[src/hdl/php_pkg.sv]
// Shared constants and types for the host power and status register block
package php_pkg;

    // Host access spaces, one-hot
    typedef enum logic [3:0] {
        SP_CFG  = 4'h1,
        SP_IO   = 4'h2,
        SP_MEM1 = 4'h4,
        SP_MEM0 = 4'h8
    } php_space_t;

    localparam int ADDR_W = 8;

    // Configuration dword holding power control/status and power data
    localparam logic [ADDR_W-1:0] CFG_PM_CTRL_OFS = 8'h44;

    // Host register block, I/O space and second memory window
    localparam logic [3:0] HOST_STATUS_OFS = 4'h0;
    localparam logic [3:0] HOST_TO_DSP_CONTROL_OFS = 4'h4;
    localparam logic [3:0] DSP_PAGE_WINDOW_OFS = 4'h8;
    localparam logic [3:0] HOST_RSVD_OFS = 4'hc;

    // Power control/status field positions
    localparam int PM_STATE_LSB = 0;
    localparam int PM_WAKE_EN_BIT = 8;
    localparam int PM_SEL_LSB = 9;
    localparam int PM_SCALE_LSB = 13;
    localparam int PM_WAKE_STAT_BIT = 15;
    localparam int PWR_DATA_LSB = 24;

    // Host status field positions
    localparam int HS_SRC_BIT = 0;
    localparam int HS_PIN_BIT = 1;
    localparam int HS_MASK_BIT = 2;
    localparam int HS_ERR_BIT = 3;
    localparam int HS_EE_BIT = 4;

    // Power states
    localparam logic [1:0] PS_D0 = 2'h0;
    localparam logic [1:0] PS_D1 = 2'h1;
    localparam logic [1:0] PS_D2 = 2'h2;
    localparam logic [1:0] PS_D3 = 2'h3;

    // Power data scale codes; zero is reserved
    localparam logic [1:0] SCALE_RSVD = 2'h0;
    localparam logic [1:0] SCALE_TENTH = 2'h1;
    localparam logic [1:0] SCALE_HUNDREDTH = 2'h2;
    localparam logic [1:0] SCALE_THOUSANDTH = 2'h3;

    // Power table geometry
    localparam int TBL_DEPTH = 8;
    localparam int TBL_IDX_W = 3;
    localparam int PWR_W = 8;
    localparam logic [PWR_W-1:0] PWR_RESET = 8'h00;

endpackage

[src/hdl/php_tbl_if.sv]
// Carrier between the register logic and the power data table
`timescale 1ns/100ps
interface php_tbl_if;
    logic wr_en;
    logic [2:0] wr_idx;
    logic [7:0] wr_data;
    logic [1:0] wr_scale;
    logic [2:0] rd_idx;
    logic rd_zero;
    logic [7:0] rd_data;
    logic [1:0] rd_scale;

    modport owner (
        output wr_en, wr_idx, wr_data, wr_scale, rd_idx, rd_zero,
        input rd_data, rd_scale
    );
    modport table_side (
        input wr_en, wr_idx, wr_data, wr_scale, rd_idx, rd_zero,
        output rd_data, rd_scale
    );
endinterface

[src/hdl/php_pwr_table.sv]
// Power consumed and dissipated table with registered read
`timescale 1ns/100ps
module php_pwr_table
    import php_pkg::*;
(
    input wire logic core_clk,
    input wire logic rst_n,
    php_tbl_if.table_side tbl
);

    typedef struct packed {
        logic [1:0] scale;
        logic [PWR_W-1:0] data;
    } php_entry_t;

    typedef struct packed {
        php_entry_t [TBL_DEPTH-1:0] ent;
        logic [PWR_W-1:0] rd_data;
        logic [1:0] rd_scale;
    } php_tbl_state_t;

    php_tbl_state_t q, d;

    always_comb begin
        d = q;
        for (int i = 0; i < TBL_DEPTH; i++) begin
            if (tbl.wr_en && tbl.wr_idx == i[TBL_IDX_W-1:0]) begin
                d.ent[i].data = tbl.wr_data;
                d.ent[i].scale = tbl.wr_scale;
            end
        end
        // Unused select codes give zero data and reserved scale
        if (tbl.rd_zero) begin
            d.rd_data = PWR_RESET;
            d.rd_scale = SCALE_RSVD;
        end else begin
            d.rd_data = q.ent[tbl.rd_idx].data;
            d.rd_scale = q.ent[tbl.rd_idx].scale;
        end
    end

    always_ff @(posedge core_clk or negedge rst_n) begin
        if (!rst_n) begin
            for (int i = 0; i < TBL_DEPTH; i++) begin
                q.ent[i].data <= PWR_RESET;
                q.ent[i].scale <= SCALE_TENTH;
            end
            q.rd_data <= PWR_RESET;
            q.rd_scale <= SCALE_RSVD;
        end else begin
            q <= d;
        end
    end

    assign tbl.rd_data = q.rd_data;
    assign tbl.rd_scale = q.rd_scale;

endmodule

[src/hdl/php_regs.sv]
// Host power management and host status register logic
//
// How it works
// - Scale field reports tenths, hundredths, thousandths watt
// - Select field picks power data and scale
// - Selects 0-3 give power consumed D0-D3hot
// - Selects 8-B give power dissipated D0-D3hot
// - Selects 4-7 and C-F read zero
// - Wake enable gates the wake pin
// - Control bits 7:2 read zero, ignore writes
// - State field reads DSP current state
// - Changed state write stores request, pulses DSP
// - Unchanged state write raises nothing
// - Illegal state writes complete but are discarded
// - Status 00h, control 04h, page 08h decode
// - Byte-granular access, host side only
// - Second memory window reaches host registers
// - First memory window goes to DSP registers
// - Bit 4 shows configuration loaded from EEPROM
// - Bit 3 shows autoinit error, read only
// - Mask bit and low power block pin
// - Bit 1 mirrors live interrupt pin
// - Source bit sets on armed, unmasked request, write-one clears
// - Clearing source does not re-arm interrupts
// - DSP request asserts pin only when unmasked
// - DSP re-arm deasserts pin and re-arms logic
// - Wake status and enable drive wake pin
`timescale 1ns/100ps
module php_regs
    import php_pkg::*;
(
    input wire logic core_clk,
    input wire logic rst_n,
    input wire logic host_req,
    input wire logic host_wr,
    input wire php_space_t host_space,
    input wire logic [ADDR_W-1:0] host_addr,
    input wire logic [3:0] host_be,
    input wire logic [31:0] host_wdata,
    output logic host_ack,
    output logic [31:0] host_rdata,
    output logic dsp_mmr_req,
    output logic [ADDR_W-1:0] dsp_mmr_addr,
    input wire logic dsp_irq_request,
    input wire logic irq_logic_rearm,
    input wire logic [1:0] current_power_state,
    input wire logic wake_event_in,
    input wire logic loaded_from_eeprom,
    input wire logic autoinit_error,
    input wire logic tbl_wr,
    input wire logic [2:0] tbl_idx,
    input wire logic [7:0] tbl_data,
    input wire logic [1:0] tbl_scale,
    output logic pwr_change_pulse,
    output logic [1:0] requested_power_state,
    output logic host_irq_pin_o,
    output logic host_irq_pin_oe,
    output logic wake_pin_o,
    output logic wake_pin_oe,
    output logic [31:0] host_to_dsp_control,
    output logic [31:0] dsp_page_window
);

    typedef struct packed {
        logic ack;
        logic [31:0] rdata;
        logic mmr_req;
        logic [ADDR_W-1:0] mmr_addr;
        logic mask;
        logic src;
        logic active;
        logic armed;
        logic [1:0] req_state;
        logic [1:0] cur_state;
        logic chg;
        logic wake_en;
        logic wake_stat;
        logic [3:0] sel;
        logic ee;
        logic err;
        logic irq_oe;
        logic wake_oe;
        logic [31:0] ctl;
        logic [31:0] page;
        // Open-drain data levels; the pins only ever pull low
        logic irq_lvl;
        logic wake_lvl;
    } php_state_t;

    localparam php_state_t RESET_STATE = '{
        ack: 1'b0,
        rdata: 32'h0000_0000,
        mmr_req: 1'b0,
        mmr_addr: 8'h00,
        mask: 1'b0,
        src: 1'b0,
        active: 1'b0,
        armed: 1'b1,
        req_state: PS_D0,
        cur_state: PS_D0,
        chg: 1'b0,
        wake_en: 1'b0,
        wake_stat: 1'b0,
        sel: 4'h0,
        ee: 1'b0,
        err: 1'b0,
        irq_oe: 1'b0,
        wake_oe: 1'b0,
        ctl: 32'h0000_0000,
        page: 32'h0000_0000,
        irq_lvl: 1'b0,
        wake_lvl: 1'b0
    };

    php_state_t q, d;
    php_tbl_if tbl();

    logic host_hit;
    logic cfg_hit;
    logic [1:0] new_state;
    logic state_legal;
    logic [31:0] pm_word;
    logic [31:0] host_word;
    logic [3:0] sel_next;
    logic hs_wr;
    logic ctl_wr;
    logic page_wr;
    logic pm_lo_wr;
    logic pm_hi_wr;

    php_pwr_table u_table (
        .core_clk(core_clk),
        .rst_n(rst_n),
        .tbl(tbl.table_side)
    );

    // Table follows the next select so reads after a select write are fresh
    assign tbl.wr_en = tbl_wr;
    assign tbl.wr_idx = tbl_idx;
    assign tbl.wr_data = tbl_data;
    assign tbl.wr_scale = tbl_scale;
    assign tbl.rd_idx = {sel_next[3], sel_next[1:0]};
    assign tbl.rd_zero = sel_next[2];

    // Host register block is reached from I/O space or the second window only
    assign host_hit = host_req && (host_space == SP_IO || host_space == SP_MEM1);
    assign cfg_hit = host_req && host_space == SP_CFG
        && host_addr[ADDR_W-1:2] == CFG_PM_CTRL_OFS[ADDR_W-1:2];
    assign new_state = host_wdata[PM_STATE_LSB +: 2];
    // Only D0 and D3hot are supported, so only those requests are processed
    assign state_legal = (new_state == PS_D0) || (new_state == PS_D3);

    // Write qualifiers, one per writable field group
    assign hs_wr = host_hit && host_wr && host_addr[3:0] == HOST_STATUS_OFS
        && host_be[0];
    assign ctl_wr = host_hit && host_wr && host_addr[3:0] == HOST_TO_DSP_CONTROL_OFS;
    assign page_wr = host_hit && host_wr && host_addr[3:0] == DSP_PAGE_WINDOW_OFS;
    // State lives in byte 0; enable, select and wake status in byte 1
    assign pm_lo_wr = cfg_hit && host_wr && host_be[0];
    assign pm_hi_wr = cfg_hit && host_wr && host_be[1];

    always_comb begin
        sel_next = q.sel;
        if (pm_hi_wr) begin
            sel_next = host_wdata[PM_SEL_LSB +: 4];
        end
    end

    always_comb begin
        pm_word = 32'h0000_0000;
        pm_word[PM_STATE_LSB +: 2] = q.cur_state;
        pm_word[PM_WAKE_EN_BIT] = q.wake_en;
        pm_word[PM_SEL_LSB +: 4] = q.sel;
        pm_word[PM_SCALE_LSB +: 2] = tbl.rd_scale;
        pm_word[PM_WAKE_STAT_BIT] = q.wake_stat;
        pm_word[PWR_DATA_LSB +: PWR_W] = tbl.rd_data;
    end

    always_comb begin
        host_word = 32'h0000_0000;
        case (host_addr[3:0])
            HOST_STATUS_OFS: begin
                host_word[HS_SRC_BIT] = q.src;
                host_word[HS_PIN_BIT] = q.irq_oe;
                host_word[HS_MASK_BIT] = q.mask;
                host_word[HS_ERR_BIT] = q.err;
                host_word[HS_EE_BIT] = q.ee;
            end
            HOST_TO_DSP_CONTROL_OFS: host_word = q.ctl;
            DSP_PAGE_WINDOW_OFS: host_word = q.page;
            default: host_word = 32'h0000_0000;
        endcase
    end

    always_comb begin
        d = q;
        d.ack = 1'b0;
        d.mmr_req = 1'b0;
        d.chg = 1'b0;
        // Registered copy feeds the read-back; the pin mask takes the incoming state directly
        d.cur_state = current_power_state;
        // Strap-like status follows its source; reset forces zero
        d.ee = loaded_from_eeprom;
        d.err = autoinit_error;

        // First window goes to the DSP registers, not handled here
        if (host_req && host_space == SP_MEM0) begin
            d.mmr_req = 1'b1;
            d.mmr_addr = host_addr;
        end

        if (host_req && host_space != SP_MEM0) begin
            d.ack = 1'b1;
            if (host_wr) begin
                d.rdata = 32'h0000_0000;
            end else if (host_hit) begin
                d.rdata = host_word;
            end else if (cfg_hit) begin
                d.rdata = pm_word;
            end else begin
                d.rdata = 32'h0000_0000;
            end
        end

        // Host status writes: mask, write-one clear of source
        if (hs_wr) begin
            d.mask = host_wdata[HS_MASK_BIT];
            if (host_wdata[HS_SRC_BIT]) begin
                // Pin drops but the logic stays disarmed
                d.src = 1'b0;
                d.active = 1'b0;
            end
        end

        // Byte lanes of the two plain host registers
        for (int b = 0; b < 4; b++) begin
            if (host_be[b]) begin
                if (ctl_wr) begin
                    d.ctl[8*b +: 8] = host_wdata[8*b +: 8];
                end
                if (page_wr) begin
                    d.page[8*b +: 8] = host_wdata[8*b +: 8];
                end
            end
        end

        if (irq_logic_rearm) begin
            d.active = 1'b0;
            d.armed = 1'b1;
        end
        // Request after clears so a simultaneous event is not lost
        if (dsp_irq_request && q.armed && !q.mask) begin
            d.src = 1'b1;
            d.active = 1'b1;
            d.armed = 1'b0;
        end

        // Power control/status writes
        if (pm_lo_wr) begin
            if (new_state != q.req_state && state_legal) begin
                d.req_state = new_state;
                d.chg = 1'b1;
            end
        end
        if (pm_hi_wr) begin
            d.wake_en = host_wdata[PM_WAKE_EN_BIT];
            d.sel = sel_next;
            if (host_wdata[PM_WAKE_STAT_BIT]) begin
                d.wake_stat = 1'b0;
            end
        end
        if (wake_event_in) begin
            d.wake_stat = 1'b1;
        end

        // Mask and low power states block the pin without touching the logic
        d.irq_oe = d.active && !d.mask && (d.cur_state == PS_D0);
        d.wake_oe = d.wake_stat && d.wake_en;
    end

    always_ff @(posedge core_clk or negedge rst_n) begin
        if (!rst_n) begin
            q <= RESET_STATE;
        end else begin
            q <= d;
        end
    end

    // Open-drain pins only ever pull low
    assign host_ack = q.ack;
    assign host_rdata = q.rdata;
    assign dsp_mmr_req = q.mmr_req;
    assign dsp_mmr_addr = q.mmr_addr;
    assign pwr_change_pulse = q.chg;
    assign requested_power_state = q.req_state;
    assign host_irq_pin_o = q.irq_lvl;
    assign host_irq_pin_oe = q.irq_oe;
    assign wake_pin_o = q.wake_lvl;
    assign wake_pin_oe = q.wake_oe;
    assign host_to_dsp_control = q.ctl;
    assign dsp_page_window = q.page;

endmodule

[config.mk]
export PLATFORM = sky130hd
export DESIGN_NAME = php_regs
export DESIGN_NICKNAME = d
export VERILOG_FILES = /design/src/hdl/php_pkg.sv /design/src/hdl/php_tbl_if.sv /design/src/hdl/php_pwr_table.sv /design/src/hdl/php_regs.sv
export SDC_FILE = /design/constraint.sdc
export NUM_CORES = 1
export LEC_CHECK = 0
export BUFFER_PORTS_ARGS = -buffer_cell sky130_fd_sc_hd__clkbuf_2
export CORE_MARGIN = 4
export CORE_UTILIZATION = 45
export DETAILED_ROUTE_END_ITERATION = 10
export PLACE_DENSITY = 0.67
export REMOVE_ABC_BUFFERS = 1
export SLEW_MARGIN = 25
export SYNTH_ARGS = -nofsm -noshare
export SYNTH_HDL_FRONTEND = slang
export SYNTH_SLANG_ARGS = --single-unit
export TNS_END_PERCENT = 5
[constraint.sdc]
create_clock -name core_clk -period 1.5 [get_ports core_clk]
set_input_delay 0.3 -clock core_clk [delete_from_list [all_inputs] [get_ports core_clk]]
set_output_delay 0.3 -clock core_clk [all_outputs]
set_load 0.02 [all_outputs]
Yosys cells after proc, flatten, opt, wreduce, memory -nomap -nowiden --
Index checks and enable logic that the tools add are counted.
Word-level totals: register bits after elaboration 215, latch bits 0, memory bits (writable) 0, memory bits (read-only) 0, input bits 73, memories kept 0
Cells by class: add/sub/neg operators 0, multipliers 0, div/mod/pow operators 0, order comparisons 1, eq/ne operators 17, shift operators 0, muxes and demuxes 20, bitwise gates (word level) 0, reductions and logical operators 48
Operators by type and width (count):
- $mux W32 | 3
- $pmux W27 S2 | 1
- $mux W33 | 1
- $bmux W10 S3 | 1
- $logic_and A1 B1 Y1 | 27
- $mux W10 | 2
- $reduce_and A2 Y1 | 10
- $pmux W5 S3 | 1
- $eq A3 B3 Y1 const B | 4
- $mux W9 | 1
- $eq A4 B3 Y1 const B | 2
- $eq A4 B4 Y1 const B | 2
- $eq A3 B2 Y1 const B | 2
- $eq A6 B5 Y1 const B | 1
- $mux W3 | 2
- $mux W6 | 1
- $reduce_bool A2 Y1 | 3
- $eq A4 B1 Y1 const B | 1
- $eq A4 B2 Y1 const B | 1
- $logic_not A2 Y1 | 2
- $logic_not A4 Y1 | 1
- $lt A3 B4 Y1 const B | 1
- $mux W1 | 4
- $mux W2 | 2
- other kinds (8) | 10

Depth between registers and ports, before layout --
word-level depth 11, gate-level depth with buffers 9, mapped depth without buffers 7

By module --
From an unflattened synthesis, not the netlist that was laid out.
Second synthesis, totals: cell total of the unflattened synthesis 738, area, all modules 10037.1 sq um
Modules (own cells, without submodules):
- php_regs | times used 1, cells an instance 495, area each 6042.0 sq um, seq. area each 3129.3 sq um
- php_pwr_table | times used 1, cells an instance 243, area each 3995.1 sq um, seq. area each 2262.2 sq um

Worst setup path after synthesis --
OpenSTA, ideal clock, no wires.
path kind input to register, start in host_space[2], end reg q (netlist bit host_irq_pin_oe), setup time 0.125 ns, data arrival time 2.161 ns, data required time 1.375 ns, setup slack -0.786 ns, cell stages on the path 6, cell sequence xnor2_1 -> or4b_1 -> buf_2 -> nor4b_1 -> mux2_2 -> a2111oi_0
RTL lines:
- from (decl) | RTL line php_regs.sv:36 | input wire php_space_t host_space,
- to (signal assigned) | RTL line php_regs.sv:283 | q <= RESET_STATE;
- to (signal assigned) | RTL line php_regs.sv:285 | q <= d;
- to (decl) | RTL line php_regs.sv:115 | php_state_t q, d;

==> run metrics <==
worst hold slack between 0.03 and 0.04 ns; Crit Path Max Fanout 6; reg2reg start requested_power_state[1]$_DFFE_PN0P_; # IOs between 150 and 200; Clock Skews approximately 0.0069 ns; met3 WL 1.778 mm; max-slew violations 0; crit path kind input pin to flip-flop; via count between 7,000 and 8,000; layout cells sized above 1 0.5024; Num CTS Buffers 23; pwr/cell area 1136 nW/um^2; top layer in use met4; Non-Filler Instances around 1,300; Post-synth EDFFs 0; Seq cells post-synth 215; Detail Route Antenna Nets 0; max-cap viol count 0; mean post-synth cell area roughly 12 um^2; Post-Synthesis Cells roughly 870; Clock transition at path regs roughly 0.060 ns; Worst setup EP type flip-flop; CP Data Arrival Time about 2.1 ns; RSZ-0062 raised after global routing yes; number of global-route vias before repair ~7,400; Yosys top cell area share 0.5031; overall power between 10 and 15 mW; drt drc 0; grt total ovfl 0; critical path startpoint host_addr[5]; DRT iter0 DRCs 576; Clock Tree Root clkbuf_16; Layout area overhead 22.05%; Worst Hold Class input pin to flip-flop; capture point of the worst path u_table.tbl.rd_data[7]$_DFF_PN0_; Ys Warns 0; final WL 26.19 mm; DIE WIDTH about 160 um; crit path launch type input pin; fin worst setup slack -0.1988 ns; FILL cells roughly 1,800; # rows between 50 and 60; metal2 WL between 10 and 15 mm; gpl congestion 0.8019; Synth Flop Type dfrtp_1; violated checks setup timing; placed insts around 1,300; largest net degree at the start of global routing 43; Distinct cells, synth between 50 and 60; worst vdd ir roughly 0.00072 V; outcome finished with violations; DRT Pass-1 Iters 5; Leak 5.854 nW; Clock Latency Late Sink slightly below 0.5 ns; Final Hold Viols 0; core area 22,090 um^2; Max Root-Sink Buffers 3; top post-synthesis cells by area dfrtp_1, mux2_2, buf_4; htree depth 1; # diodes 0; Tcrit/Tclk final 1.133; Post-synth ARST share 1.000; nets between 1,000 and 1,500; R2R Setup Slk ~0.030 ns; DIE HEIGHT around 160 um; Peak Freq between 0.5 and 0.6 GHz; vias per inst around 5.5; CP required approximately 1.9 ns; wire length on met1 11.58 mm; TritonCTS clock tree done; Global Route Usage Sum 0.2031; Setup TNS -6.740 ns; PortBufs between 150 and 200; DP Wirelength around 19 mm; first-pass GRT wire length between 40 and 50 mm; wire per inst 20.04 um; crit path time final between 1.5 and 2 ns; reg2reg path depth 5; final setup fails 75; Initial Utilization 0.4638; number of antenna violations at the first check in global routing 0; synthesized area 10,250 um^2; post-synthesis sequential area ratio 0.5261; Critical R2R Capture requested_power_state[0]$_DFFE_PN0P_; CTS sink cnt roughly 220; DIE AREA between 20,000 and 30,000 um^2; post-synth top area cell dfrtp_1
cell usage in the layout, fill, tap and decap left out, drive strengths merged, types with 5 or more instances in the layout:
cell type	Yosys	routed
clkbuf	25	217
dfrtp	206	206
mux2	159	159
buf	127	82
nand2	71	71
a21oi	57	57
o21ai	45	45
a22oi	42	42
nor2	19	19
nor2b	13	13
a211oi	11	11
mux2i	11	11
dfstp	9	9
o2bb2ai	9	9
a21boi	9	9
nand3	8	8
dlygate4sd3	0	6
inv	5	5
sequential cells by signal, indices dropped and copies added (netlist names), 2 cells and up:
signal / flops
u_table.tbl.rd_scale: 2
u_table.tbl.rd_data: 8
requested_power_state: 2
q: 6
pm_word: 8
dsp_page_window: 32
host_rdata: 32
u_table.q: 80
dsp_mmr_addr: 8
host_to_dsp_control: 32
cells in the mapped netlist (2+ instances only):
| master | number |
|---|---|
| o21ai_0 | 43 |
| mux2i_1 | 11 |
| nand3_2 | 8 |
| nand2_1 | 71 |
| o21ai_1 | 2 |
| nor3b_1 | 3 |
| dfstp_2 | 9 |
| buf_6 | 3 |
| nor2_1 | 19 |
| nor2b_1 | 13 |
| nor3_1 | 3 |
| and2_1 | 2 |
| nand4b_1 | 3 |
| a211oi_1 | 11 |
| a22oi_1 | 42 |
| nand2b_1 | 3 |
| inv_2 | 2 |
| o2bb2ai_1 | 9 |
| dfrtp_1 | 206 |
| buf_2 | 10 |
| buf_1 | 4 |
| clkbuf_1 | 25 |
| mux2_2 | 153 |
| buf_4 | 110 |
| mux2_1 | 6 |
| a21boi_0 | 9 |
| nand3b_1 | 4 |
| a21oi_1 | 56 |
| inv_1 | 3 |
worst min-delay path by stage:
stage / start / end / depth (start not counted)
CTS: host_wdata[26] / host_to_dsp_control[26]$_DFFE_PN0P_ / 2
floorplan: rst_n / dsp_mmr_addr[0]$_DFFE_PN0P_ / 0
detailed placement: rst_n / dsp_mmr_addr[2]$_DFFE_PN0P_ / 1
finish: host_wdata[26] / host_to_dsp_control[26]$_DFFE_PN0P_ / 2
global placement: rst_n / dsp_mmr_addr[2]$_DFFE_PN0P_ / 1
global route: host_wdata[26] / host_to_dsp_control[26]$_DFFE_PN0P_ / 2
metrics by stage:
stage / instance area, um^2 / utilization / worst slack (ns)
after floorplan: 9233 / - / -2.316
final: 12510 / 0.5661 / -0.1988
after CTS: 12280 / 0.5560 / -0.1818
after global placement: 11250 / 0.5091 / -0.9311
after detailed placement: 11250 / 0.5091 / -0.9327
after global routing: 12510 / 0.5661 / -0.2801
metal layers:
layer  track usage  up-vias
met4       0.04103        0
met3       0.04069       34
met1        0.2815     3594
met5             0        -
met2        0.3359      235
li1              -     3269
cell families after synthesis:
group                  synth area share
flip-flops                       0.5261
AND/OR/NAND/NOR                 0.07668
multiplexers                     0.1855
buffers and inverters            0.1012
other                         0.0003659
XOR/XNOR                      0.0008549
AO/OA/AOI/OAI                    0.1093
report_power, final:
group | total [mW] | internal [mW] | switching (mW) | leakage (nW)
Clock | 5.39 | 3.18 | 2.21 | 0.349
Combinational | 1.90 | 0.999 | 0.899 | 2.74
Sequential | 6.93 | 6.50 | 0.426 | 2.77
Total | 14.2 | 10.7 | 3.54 | 5.85
critical path: stages:
cell	delay, ns
buf_6	0.09
nand4bb_4	0.24
nor4_4	0.32
buf_6	0.18
mux2i_2	0.23
buf_6	0.16
inv_8	0.05
buf_12	0.14
a21oi_1	0.11
a22oi_1	0.11
o2bb2ai_1	0.13
layout make-up:
type,instances,area [um^2],area share
clock inverter,6,57.56,0.004602
timing repair buffer,273,1891,0.1512
inverter,5,26.28,0.002101
sequential,215,5391,0.4311
clock buffer,33,653.1,0.05222
multi-input combinational,495,4138,0.3308
tap,280,350.3,0.02801
repair_timing:
| item | 4_1_cts | 5_1_grt |
|---|---|---|
| pin swaps | 16 | 13 |
| hold endpoints to repair | 41 | 0 |
| buffers inserted | 6 | 2 |
| resized for setup | 38 | 51 |
| hold buffers | 6 | 0 |
| gates cloned | 1 | 2 |
| endpoints found under the setup margin | 78 | 93 |
(Power assumes the default switching activity.)
